--- src/rtl/mrc_defines.vh ---
`ifndef MRC_DEFINES_VH
`define MRC_DEFINES_VH
// ==========================================================================
// Register map: printed offsets are not multiples of four, so they are
// indices and the byte address is four times the index.
`define MRC_IDX_MODE       4'h3
`define MRC_IDX_LEGACY     4'h4
`define MRC_IDX_REFCLK     4'h5
`define MRC_IDX_STRAPIN    4'h6
// ==========================================================================
// Field positions.
`define MRC_MODE_LSB       0
`define MRC_MODE_MSB       2
`define MRC_DONE_BIT       3
`define MRC_OVR_BIT        4
`define MRC_BLOCK_BIT      0
`define MRC_RAW12_BIT      1
`define MRC_RAW10_BIT      2
`define MRC_OSC_BIT        3
`define MRC_DIV_LSB        4
`define MRC_DIV_MSB        6
// ==========================================================================
// Reset values.
`define MRC_MODE_RST       8'h00
`define MRC_LEGACY_RST     8'h00
`define MRC_REFCLK_RST     8'h03
// ==========================================================================
// Mode encodings.
`define MRC_MODE_SYNC      3'h0
`define MRC_MODE_RSVD      3'h1
`define MRC_MODE_NS_EXT    3'h2
`define MRC_MODE_NS_AON    3'h3
`define MRC_MODE_PVID      3'h5
// ==========================================================================
// Timing: settle time of the strap before the mode counts as latched.
`define MRC_SETTLE_NS      100
`define MRC_CLK_NS         10
`define MRC_SETTLE_CYC     ((`MRC_SETTLE_NS + `MRC_CLK_NS - 1) / `MRC_CLK_NS)
`endif

--- src/rtl/mrc_refclk_div.v ---
`timescale 1ns/100ps
// ==========================================================================
// Reference clock divider
// ==========================================================================
// Produces a one-cycle tick every 1, 2, 4 or 8 edges of the sampled
// external clock; reserved codes behave as divide by one.
module mrc_refclk_div (
    input  wire       aclk,
    input  wire       aresetn,
    input  wire       ext_clk_rise,
    input  wire [2:0] div_sel,
    output reg        ref_tick
);
    reg [2:0] count;
    reg [2:0] limit;

    // Terminal count for the chosen ratio.
    always @* begin
        case (div_sel)
            3'h1:    limit = 3'h1;
            3'h2:    limit = 3'h3;
            3'h3:    limit = 3'h7;
            default: limit = 3'h0;
        endcase
    end

    // Count input edges and emit a tick at the terminal count.
    always @(posedge aclk) begin
        if (!aresetn) begin
            count    <= 3'h0;
            ref_tick <= 1'b0;
        end else begin
            ref_tick <= 1'b0;
            if (ext_clk_rise) begin
                if (count >= limit) begin
                    count    <= 3'h0;
                    ref_tick <= 1'b1;
                end else begin
                    count <= count + 3'h1;
                end
            end
        end
    end
endmodule

--- src/rtl/mrc_config.v ---
// Operation
// - Override bit 4 clear: mode follows strap, mode field writes ignored.
// - Override bit 4 set: software writes replace the strapped mode.
// - Mode field always reads the mode currently in effect.
// - Strap mode is captured on the power-enable rising edge.
// - Bit 3 reads one only after mode settled and latched; zero at reset.
// - Modes: 000 sync, 010 ext clock, 011 always-on clock, 101 video.
// - RAW10 bit 2 set by control channel on lock unless blocked.
// - RAW12 bit 1 set by control channel on lock unless blocked.
// - Bit 0 set stops autoload; software writing format bits sets it (here a write stores bit 0 only as written).
// - Divider bits 6:4 divide input clock by 1, 2, 4 or 8.
// - Bit 3 selects oscillator range: 0 for 2 Gbps, 1 for 4 Gbps.
//
// Decided for this implementation: the AXI4-Lite interface to the registers.
`timescale 1ns/100ps
`include "mrc_defines.vh"
module mrc_config #(
    parameter SETTLE_CYCLES = `MRC_SETTLE_CYC
) (
    input  wire        aclk,
    input  wire        aresetn,
    input  wire [7:0]  s_axi_awaddr,
    input  wire        s_axi_awvalid,
    output reg         s_axi_awready,
    input  wire [31:0] s_axi_wdata,
    input  wire [3:0]  s_axi_wstrb,
    input  wire        s_axi_wvalid,
    output reg         s_axi_wready,
    output reg  [1:0]  s_axi_bresp,
    output reg         s_axi_bvalid,
    input  wire        s_axi_bready,
    input  wire [7:0]  s_axi_araddr,
    input  wire        s_axi_arvalid,
    output reg         s_axi_arready,
    output reg  [31:0] s_axi_rdata,
    output reg  [1:0]  s_axi_rresp,
    output reg         s_axi_rvalid,
    input  wire        s_axi_rready,
    input  wire        power_enable_pin,
    input  wire [2:0]  mode_strap,
    input  wire        external_input_clock,
    input  wire        external_clock_present,
    input  wire        rx_lock,
    input  wire        remote_raw10,
    input  wire        remote_raw12,
    output reg  [2:0]  operating_mode,
    output reg         mode_settled,
    output reg         raw10_legacy_select,
    output reg         raw12_legacy_select,
    output reg         internal_ref_tick,
    output reg         oscillator_range_select,
    output reg         use_internal_oscillator
);
    localparam ST_IDLE   = 3'b001;
    localparam ST_SETTLE = 3'b010;
    localparam ST_DONE   = 3'b100;

    // ======================================================================
    // Pin synchronisers
    // ======================================================================
    reg [2:0] pen_sync;
    reg [1:0] clk_sync;
    reg [1:0] lock_sync;
    reg [1:0] pres_sync;
    reg [2:0] strap_s1;
    reg [2:0] strap_s2;
    reg       clk_prev;
    reg       lock_prev;

    // Two stages before any logic; the third power-enable stage feeds edges.
    always @(posedge aclk) begin
        if (!aresetn) begin
            pen_sync  <= 3'h0;
            clk_sync  <= 2'h0;
            lock_sync <= 2'h0;
            pres_sync <= 2'h0;
            strap_s1  <= 3'h0;
            strap_s2  <= 3'h0;
            clk_prev  <= 1'b0;
            lock_prev <= 1'b0;
        end else begin
            pen_sync  <= {pen_sync[1:0], power_enable_pin};
            clk_sync  <= {clk_sync[0], external_input_clock};
            lock_sync <= {lock_sync[0], rx_lock};
            pres_sync <= {pres_sync[0], external_clock_present};
            strap_s1  <= mode_strap;
            strap_s2  <= strap_s1;
            clk_prev  <= clk_sync[1];
            lock_prev <= lock_sync[1];
        end
    end

    wire pen_rise  = pen_sync[1] & ~pen_sync[2];
    wire clk_rise  = clk_sync[1] & ~clk_prev;
    wire lock_rise = lock_sync[1] & ~lock_prev;

    // ======================================================================
    // Register state
    // ======================================================================
    reg        strap_override_enable;
    reg        mode_rsvd7;
    reg        mode_rsvd5;
    reg [2:0]  strap_mode;
    reg [2:0]  sw_mode;
    reg [7:0]  legacy_reg;
    reg [7:0]  refclk_reg;
    reg [2:0]  settle_state;
    reg [15:0] settle_count;
    reg        mode_done;

    // Address decode, shared by the read and write paths.
    function [3:0] reg_index;
        input [7:0] addr;
        begin
            reg_index = addr[5:2];
        end
    endfunction

    function mapped;
        input [7:0] addr;
        begin
            mapped = (addr[1:0] == 2'h0) && (addr[7:6] == 2'h0) &&
                     (addr[5:2] >= `MRC_IDX_MODE) &&
                     (addr[5:2] <= `MRC_IDX_STRAPIN);
        end
    endfunction

    // ======================================================================
    // AXI4-Lite write channel
    // ======================================================================
    reg        aw_held;
    reg        w_held;
    reg [7:0]  aw_addr;
    reg [31:0] w_data;
    reg [3:0]  w_strb;
    wire       do_write = aw_held & w_held & ~s_axi_bvalid;
    wire       wr_lane0 = do_write & w_strb[0];
    wire [3:0] wr_idx   = reg_index(aw_addr);

    // Address and data are taken in either order; response follows both.
    always @(posedge aclk) begin
        if (!aresetn) begin
            aw_held       <= 1'b0;
            w_held        <= 1'b0;
            aw_addr       <= 8'h00;
            w_data        <= 32'h0000_0000;
            w_strb        <= 4'h0;
            s_axi_awready <= 1'b0;
            s_axi_wready  <= 1'b0;
            s_axi_bvalid  <= 1'b0;
            s_axi_bresp   <= 2'h0;
        end else begin
            s_axi_awready <= ~aw_held & ~s_axi_awready & s_axi_awvalid;
            s_axi_wready  <= ~w_held & ~s_axi_wready & s_axi_wvalid;
            if (s_axi_awvalid & s_axi_awready) begin
                aw_held <= 1'b1;
                aw_addr <= s_axi_awaddr;
            end
            if (s_axi_wvalid & s_axi_wready) begin
                w_held <= 1'b1;
                w_data <= s_axi_wdata;
                w_strb <= s_axi_wstrb;
            end
            if (do_write) begin
                aw_held      <= 1'b0;
                w_held       <= 1'b0;
                s_axi_bvalid <= 1'b1;
                s_axi_bresp  <= mapped(aw_addr) ? 2'h0 : 2'h3;
            end else if (s_axi_bvalid & s_axi_bready) begin
                s_axi_bvalid <= 1'b0;
            end
        end
    end

    // ======================================================================
    // Mode register, strap capture and settle sequencer
    // ======================================================================
    // Strap is latched on the power-enable rise and re-latched, restarting the count,
    // on every change until it is stable for the settle time, so a bouncing strap is never reported as final.
    always @(posedge aclk) begin
        if (!aresetn) begin
            strap_override_enable <= 1'b0;
            mode_rsvd7            <= 1'b0;
            mode_rsvd5            <= 1'b0;
            strap_mode            <= `MRC_MODE_SYNC;
            sw_mode               <= `MRC_MODE_SYNC;
            settle_state          <= ST_IDLE;
            settle_count          <= 16'h0000;
            mode_done             <= 1'b0;
        end else begin
            if (wr_lane0 && wr_idx == `MRC_IDX_MODE) begin
                strap_override_enable <= w_data[`MRC_OVR_BIT];
                mode_rsvd7            <= w_data[7];
                mode_rsvd5            <= w_data[5];
                if (strap_override_enable | w_data[`MRC_OVR_BIT])
                    sw_mode <= w_data[`MRC_MODE_MSB:`MRC_MODE_LSB];
                else
                    sw_mode <= strap_mode;
            end
            if (pen_rise) begin
                strap_mode   <= strap_s2;
                settle_state <= ST_SETTLE;
                settle_count <= 16'h0000;
                mode_done    <= 1'b0;
            end else begin
                case (settle_state)
                    ST_IDLE: begin
                        mode_done <= 1'b0;
                    end
                    ST_SETTLE: begin
                        if (strap_s2 != strap_mode) begin
                            strap_mode   <= strap_s2;
                            settle_count <= 16'h0000;
                        end else if (settle_count >=
                                     SETTLE_CYCLES[15:0] - 16'h1) begin
                            settle_state <= ST_DONE;
                            mode_done    <= 1'b1;
                        end else begin
                            settle_count <= settle_count + 16'h1;
                        end
                    end
                    ST_DONE: begin
                        mode_done <= 1'b1;
                    end
                    default: begin
                        settle_state <= ST_IDLE;
                    end
                endcase
            end
        end
    end

    // Mode in effect: the strap unless software has taken over.
    wire [2:0] active_mode = strap_override_enable ? sw_mode : strap_mode;

    // ======================================================================
    // Legacy format and reference clock registers
    // ======================================================================
    // A software write and a lock autoload in one cycle: software wins,
    // because it carries the newer intent.
    always @(posedge aclk) begin
        if (!aresetn) begin
            legacy_reg <= `MRC_LEGACY_RST;
            refclk_reg <= `MRC_REFCLK_RST;
        end else begin
            if (wr_lane0 && wr_idx == `MRC_IDX_LEGACY) begin
                legacy_reg <= w_data[7:0];
            end else if (lock_rise && !legacy_reg[`MRC_BLOCK_BIT]) begin
                legacy_reg[`MRC_RAW10_BIT] <= remote_raw10;
                legacy_reg[`MRC_RAW12_BIT] <= remote_raw12;
            end
            if (wr_lane0 && wr_idx == `MRC_IDX_REFCLK)
                refclk_reg <= w_data[7:0];
        end
    end

    // ======================================================================
    // Clock divider and registered outputs
    // ======================================================================
    wire div_tick;

    mrc_refclk_div u_div (
        .aclk         (aclk),
        .aresetn      (aresetn),
        .ext_clk_rise (clk_rise),
        .div_sel      (refclk_reg[`MRC_DIV_MSB:`MRC_DIV_LSB]),
        .ref_tick     (div_tick)
    );

    // Outputs come from flip-flops so downstream sees clean levels.
    always @(posedge aclk) begin
        if (!aresetn) begin
            operating_mode          <= `MRC_MODE_SYNC;
            mode_settled            <= 1'b0;
            raw10_legacy_select     <= 1'b0;
            raw12_legacy_select     <= 1'b0;
            internal_ref_tick       <= 1'b0;
            oscillator_range_select <= 1'b0;
            use_internal_oscillator <= 1'b0;
        end else begin
            operating_mode          <= active_mode;
            mode_settled            <= mode_done;
            raw10_legacy_select     <= legacy_reg[`MRC_RAW10_BIT];
            raw12_legacy_select     <= legacy_reg[`MRC_RAW12_BIT];
            internal_ref_tick       <= div_tick;
            oscillator_range_select <= refclk_reg[`MRC_OSC_BIT];
            use_internal_oscillator <= (active_mode == `MRC_MODE_NS_AON) |
                                       ~pres_sync[1];
        end
    end

    // ======================================================================
    // AXI4-Lite read channel
    // ======================================================================
    reg [7:0] rd_byte;

    // Read data mux; bit 6 of the mode register is a reserved read-only zero.
    always @* begin
        case (reg_index(s_axi_araddr))
            `MRC_IDX_MODE:    rd_byte = {mode_rsvd7, 1'b0, mode_rsvd5,
                                         strap_override_enable, mode_done,
                                         active_mode};
            `MRC_IDX_LEGACY:  rd_byte = legacy_reg;
            `MRC_IDX_REFCLK:  rd_byte = refclk_reg;
            `MRC_IDX_STRAPIN: rd_byte = {5'h00, strap_mode};
            default:          rd_byte = 8'h00;
        endcase
    end

    // One read at a time: arready pulses, data follows the next edge.
    always @(posedge aclk) begin
        if (!aresetn) begin
            s_axi_arready <= 1'b0;
            s_axi_rvalid  <= 1'b0;
            s_axi_rdata   <= 32'h0000_0000;
            s_axi_rresp   <= 2'h0;
        end else begin
            s_axi_arready <= ~s_axi_arready & ~s_axi_rvalid & s_axi_arvalid;
            if (s_axi_arvalid & s_axi_arready) begin
                s_axi_rvalid <= 1'b1;
                if (mapped(s_axi_araddr)) begin
                    s_axi_rdata <= {24'h00_0000, rd_byte};
                    s_axi_rresp <= 2'h0;
                end else begin
                    s_axi_rdata <= 32'h0000_0000;
                    s_axi_rresp <= 2'h3;
                end
            end else if (s_axi_rvalid & s_axi_rready) begin
                s_axi_rvalid <= 1'b0;
            end
        end
    end
endmodule

--- config.mk ---
export PLATFORM = sky130hd
export DESIGN_NAME = mrc_config
export DESIGN_NICKNAME = d
export VERILOG_FILES = /design/src/rtl/mrc_refclk_div.v /design/src/rtl/mrc_config.v
export VERILOG_INCLUDE_DIRS = /design/src /design/src/rtl
export SDC_FILE = /design/constraint.sdc
export NUM_CORES = 1
export LEC_CHECK = 0
export BUFFER_PORTS_ARGS = -buffer_cell sky130_fd_sc_hd__buf_2
export CAP_MARGIN = 15
export CORE_MARGIN = 2
export CORE_UTILIZATION = 44
export CTS_CLUSTER_DIAMETER = 200
export DETAILED_ROUTE_END_ITERATION = 16
export PLACE_DENSITY = 0.76
export SLEW_MARGIN = 20
export SYNTH_ARGS = -nofsm -noshare
export SYNTH_HDL_FRONTEND = slang
export SYNTH_SLANG_ARGS = --single-unit
--- constraint.sdc ---
create_clock -name aclk -period 1.9 [get_ports aclk]
set_input_delay 0.19 -clock aclk [delete_from_list [all_inputs] [get_ports aclk]]
set_output_delay 0.19 -clock aclk [all_outputs]
set_load 0.03 [all_outputs]
---- Word level (Yosys, flattened, before mapping) ----
Index checks and enable logic that the tools add are counted.
storage, ports and cells
  flip-flop bits (word level) ............. 135
  input port bits ......................... 68
  word-level logic and storage cells ...... 160
cells by class
  add/sub/neg operators ................... 2
  magnitude comparators ................... 6
  equality and inequality tests ........... 21
  mux-type cells .......................... 27
  bitwise gates (word level) .............. 32
  reductions and logical operators ........ 30
operators by type and width
  kind                                                                count
  2-to-1 mux 16 bit                                                   2
  one-hot mux 8 bit (4 select lines)                                  1
  2-to-1 mux 3 bit                                                    8
  == test 4 x 3 -> 1 bit, second input constant                       5
  AND 1 bit                                                           17
  adder 16 x 1 -> 16 bit, second input constant                       1
  greater-or-equal comparator 16 x 4 -> 1 bit, second input constant  1
  NOT 1 bit                                                           13
  == test 3 x 2 -> 1 bit, second input constant                       4
  logical AND 1 bit                                                   10
  2-to-1 mux 2 bit                                                    5
  nonzero test 2 bit                                                  5
  one-hot mux 3 bit (3 select lines)                                  1
  AND reduction 3 bit                                                 3
  == test 4 x 2 -> 1 bit, second input constant                       2
  greater-or-equal comparator 4 x 2 -> 1 bit, second input constant   2
  <= comparator 4 x 3 -> 1 bit, second input constant                 2
  zero test 2 bit                                                     4
  2-to-1 mux 8 bit                                                    1
  2-to-1 mux 1 bit                                                    7
  == test 3 x 1 -> 1 bit, second input constant                       2
  != test 2 bit, second input constant                                3
  != test 3 bit, second input constant                                2
  one-hot mux 3 bit (2 select lines)                                  1
  other kinds (11)                                                    16

---- Longest topological paths before layout ----
  word-level depth ........................ 5
  depth in mapped cells ................... 7
  gate-level depth less buffers ........... 7

---- Modules after synthesis ----
Synthesis repeated with hierarchy kept, for this count alone.
unflattened totals
  cell total of the unflattened synthesis .. 482
  area total of the unflattened synthesis .. 4520.6 µm²
modules (own cells, without submodules)
  module          instances  cells an instance  area each (µm²)
  mrc_config      1          453                4230.3
  mrc_refclk_div  1          29                 290.3

---- Least setup slack after synthesis ----
Ideal clock, no wire load.
  path kind ............................... flip-flop to flip-flop
  start ................................... register s_axi_bvalid
  end ..................................... register refclk_reg[0]
  arrival ................................. 1.536 ns
  required time ........................... 1.775 ns
  setup slack ............................. 0.238 ns
  cell stages (with the launch flop) ...... 6
  path buffers ............................ 1
  period minus slack after synthesis ...... 1.662 ns
  path through ............................ dfxtp_1 -> nand3b_4 -> or4_1 -> buf_2 -> mux2i_1 -> nand2_1
between the ends
  word-level cells in the longest chain between the ends .. 4
ends and longest elaborated chain
  element                      RTL line          RTL
  start, declared              mrc_config.v:30   output reg s_axi_bvalid,
  start signal, assigned       mrc_config.v:150  s_axi_bvalid <= 1'b0;
  start signal, assigned       mrc_config.v:167  s_axi_bvalid <= 1'b1;
  start signal, assigned       mrc_config.v:170  s_axi_bvalid <= 1'b0;
  NOT 1 bit                    mrc_config.v:136  wire do_write = aw_held & w_held & ~s_axi_bvalid;
  AND 1 bit                    mrc_config.v:136
  AND 1 bit                    mrc_config.v:137  wire wr_lane0 = do_write & w_strb[0];
  logical AND 1 bit (no line)  -
  end signal, assigned         mrc_config.v:244  refclk_reg <= `MRC_REFCLK_RST;
  end signal, assigned         mrc_config.v:253  refclk_reg <= w_data[7:0];
  end, declared                mrc_config.v:106  reg [7:0] refclk_reg;
No other way between the ends.
A chain may end at the register's enable or synchronous reset.

---- Final worst setup path ----
  start ................................... register settle_count[0]
  end ..................................... register settle_count[1]
between the ends
  word-level cells in the longest chain between the ends .. 3
  elaborated cells between the ends (all ways) .. 6
  those cells by class .................... 1 x add/sub; 1 x order compare; 1 x eq/ne; 2 x mux; 1 x reduce/logical
ends and longest elaborated chain
  element                                                                                RTL line                            RTL
  start, declared                                                                        mrc_config.v:108                    reg [15:0] settle_count;
  start signal, assigned                                                                 mrc_config.v:219                    settle_count <= settle_count + 16'h1;
  adder 16 x 1 -> 16 bit or greater-or-equal comparator 16 x 4 -> 1 bit (tied branches)  mrc_config.v:219, mrc_config.v:214
  2-to-1 mux 16 bit or != test 2 bit (tied branches)                                     -
  2-to-1 mux 16 bit or AND reduction 2 bit (tied branches)                               -
Parallel ways exist; a longest one is shown, timed or not. The select of a mux whose other input is x is not followed.

==> impl_metrics.yaml <==
finish:
  largest_reg_flops: 16
  drive_gt1_share_pct: 18.61
  regMostFlops: "settle_count"
  nFillCells: 935
  n_antenna_cell: 0
  final_core_util_pct: 50.51
  final_net_count: 618
  synthToLayoutAreaGrowth_pct: 13.10
die:
  die_x_microns: 105.4
  io_pins: 118
  core-area_sq_um: 10140
  row_count: 37
  dieHeight_microns: 105.4
  die-area_sq_um: 11120
  start_util_pct: 44.66
clocking:
  clock_latency_ns: 0.36
  cts.sinks: 109
  path_clk_slew_ns: 0.10
  cts_tree: "yes"
  cts_setup_buffers: 0
  cts_hold_buffers: 0
  cts_resized: 0
  htree_levels: 3
  cts_root_buf: "clkbuf_8"
  cts_made_buffers: 9
  clk_path_buf_depth: 2
timing:
  worst_clock_skew_ns: 0.01078
  grt_setup_unrepaired: "no"
  hold_viol_final: 0
  timing.slew.headroom_pct: 44.21
  drv_slew: 0
  hold_ws_ns: 0.03367
  setup_ws_ns: 0.1397
  setup_viol: 0
  period_share_pct: 92.65
  fin_crit_ns: 1.760
  fin_setup_tns_ns: 0
  tightest_slew_ns: 0.8338
  fmax_ghz: 0.5681
global_routing:
  grt_usage_pct: 16.17
  grt_pass1_wl_mm: 14.67
  grtUsageMet2_pct: 26.50
  grt_max_degree: 36
  use_met3_pct: 3.401
  grt_pass1_vias: 3187
  grtUsageMet1_pct: 21.20
  overflow: 0
  antenna_found_initial: 0
  grt_busiest_layer: "met2"
synthesis:
  synth_enable_flop_cells: 0
  synth_top_family_by_area: "simple AND/OR/NAND/NOR gates"
  muxShareOfSynthArea_pct: 7.350
  synth_compound_area_share_pct: 10.53
  synth-seq-area-share_pct: 48.19
  synth_ff_type: "dfxtp_1"
  syn_avg_cell_area_sq_um: 9.414
  async_flop_share_pct: 0
  synthCells: 481
  ys_types: 50
  synth_area_sq_um: 4528
  synth_fa_ha_area_share_pct: 1.934
  synth_seq_cells: 109
  synth_xor_area_share_pct: 1.741
  synthSimpleGateAreaFrac_pct: 23.32
  ys_warn_count: 0
routing:
  wire_per_inst_microns: 12.89
  routed_via_density: 4.969
  vias: 3399
  drt-initial-drc-count: 106
  drt-total-wl_mm: 8.815
  drc: 0
  drtAntennaViolNets: 0
  drtPass1Iterations: 4
setup_path:
  cp_slowest_cell: "dfxtp_1"
  cpPeakStageDelay_ns: 0.41
  crit_required_ns: 2.16
  crit_path_max_fanout: 5
  critPathBufInv: 1
  crit_family: "compound AO/OA/AOI/OAI gates"
  cp-end-kind: "flop"
  critPathLaunchType: "flop"
  cp_cell_sequence: "inv_1 > ha_1 > nor3b_1 > o2111ai_1 > a21oi_1 > o32ai_1"
  path_class: "reg -> reg"
  cp.arrival_ns: 2.02
pwr:
  powerDensity_nw_per_um2: 813.4
  cellLeakagePower_uw: 0.002164
  finalPower_uw: 4165
  vdd_drop_max_uv: 425.2
placed_design:
  io_buffer_count: 66
  routabilityCongestion: 0.8083
  place_hpwl_mm: 6.493
  pre_cts_ws_ns: 0.1786
run_status:
  status: "complete, no violations"
min_path:
  holdCritPathClass: "in -> reg"
flow_run:
  cap_viol_max_count: 0
[layout by cell type, fill, tap and decap left out, types with 3 or more instances in the layout]
| cell | Yosys | layout |
|---|---|---|
| nor2_1 | 38 | 38 |
| clkbuf_8 | 0 | 9 |
| and2_1 | 23 | 23 |
| a211oi_1 | 6 | 6 |
| inv_1 | 7 | 7 |
| nand4b_1 | 4 | 4 |
| xnor2_1 | 4 | 4 |
| a21oi_1 | 30 | 30 |
| nand2_1 | 50 | 50 |
| a2bb2oi_1 | 4 | 4 |
| o21ai_1 | 7 | 7 |
| dfxtp_1 | 109 | 109 |
| nor4_1 | 4 | 4 |
| conb_1 | 1 | 24 |
| o21ai_0 | 4 | 4 |
| nor2b_1 | 7 | 7 |
| nand2b_1 | 9 | 9 |
| buf_4 | 26 | 10 |
| and3_1 | 13 | 13 |
| nor3b_1 | 3 | 3 |
| or4bb_1 | 3 | 3 |
| a31oi_1 | 6 | 6 |
| nand3b_1 | 5 | 5 |
| mux2i_1 | 31 | 31 |
| ha_1 | 7 | 7 |
| nor3_1 | 8 | 8 |
| a22oi_1 | 5 | 5 |
| xor2_1 | 5 | 5 |
| nand3_1 | 14 | 14 |
| buf_2 | 5 | 66 |
[report_power, final]
group	switching (uW)	total [uW]	internal, uW
Clock	752	1500	744
Combinational	209	310	101
Sequential	33.1	2360	2330
[through the flow]
stage | instance area (sq um) | std cells
final | 5121 | 684
after global routing | 5121 | 684
after CTS | 5121 | 684
after detailed placement | 4906 | 668
after global placement | 4906 | 668
after floorplan | 4614 | 504
[worst reg2reg max path, cell delays in order, from the launching register on]
cell and delay, ns:
dfxtp_1 0.41, inv_1 0.09, ha_1 0.20, nor3b_1 0.14, o2111ai_1 0.33, a21oi_1 0.21
o32ai_1 0.29
[cell type report]
type | count | area, sq um | share of cell area [%]
repair buffers | 76 | 405.4 | 7.916
clock buffers | 10 | 127.6 | 2.492
clock inverters | 6 | 87.58 | 1.710
multi-input cells | 340 | 2122 | 41.44
inverters | 7 | 26.28 | 0.5131
flip-flops and latches | 109 | 2182 | 42.61
well taps | 136 | 170.2 | 3.323
[final timing paths]
path	start	to	slack, ns	depth (start not counted)
worst max-delay path	settle_count[0]	settle_count[1]	0.14	6
worst min-delay path	external_input_clock	clk_sync[0]	0.03	2
worst max register to register	settle_count[0]	settle_count[1]	0.14	6
worst min register to register	clk_sync[0]	clk_sync[1]	0.44	1
[cells in the mapped netlist (2+ instances only)]
cell type / number / area share, %
or3b_2: 2 / 0.39
and2_1: 23 / 3.2
mux2_2: 2 / 0.50
nor2b_1: 7 / 0.97
o21ai_1: 7 / 0.77
nor4_1: 4 / 0.55
nor3_1: 8 / 0.88
buf_4: 26 / 4.3
buf_1: 3 / 0.25
nand4b_1: 4 / 0.77
nand2_1: 50 / 4.1
buf_2: 5 / 0.55
xnor2_1: 4 / 0.77
clkbuf_1: 14 / 1.2
or3_1: 2 / 0.28
or4bb_1: 3 / 0.75
nor2_1: 38 / 3.2
nand2b_1: 9 / 1.2
xor2_1: 5 / 0.97
nand3_1: 14 / 1.5
a211oi_1: 6 / 0.99
nand3b_1: 5 / 0.83
o31ai_1: 2 / 0.33
inv_1: 7 / 0.58
a31oi_1: 6 / 0.83
ha_1: 7 / 1.9
and3_1: 13 / 1.8
nor3b_1: 3 / 0.50
o21ai_0: 4 / 0.44
a22oi_1: 5 / 0.83
a2bb2oi_1: 4 / 0.77
a21o_1: 2 / 0.33
dfxtp_1: 109 / 48
nor4_4: 2 / 0.94
mux2i_1: 31 / 6.9
a21oi_1: 30 / 3.3
or4_1: 2 / 0.33
[per-layer routing]
metal	routed length [microns]	share of wire, %	up-vias
met2	4114	47	93
met5	0	0	-
met3	482	5.5	6
met1	4144	47	1568
met4	73	0.83	0
li1	-	-	1732
[logic make-up after synthesis]
family,Yosys count
flops,109
compound gates,74
simple gates,193
other cells,1
mux,33
buf+inv,55
xor+xnor,9
fa+ha+maj,7
Power figures use the tool's default switching activity.
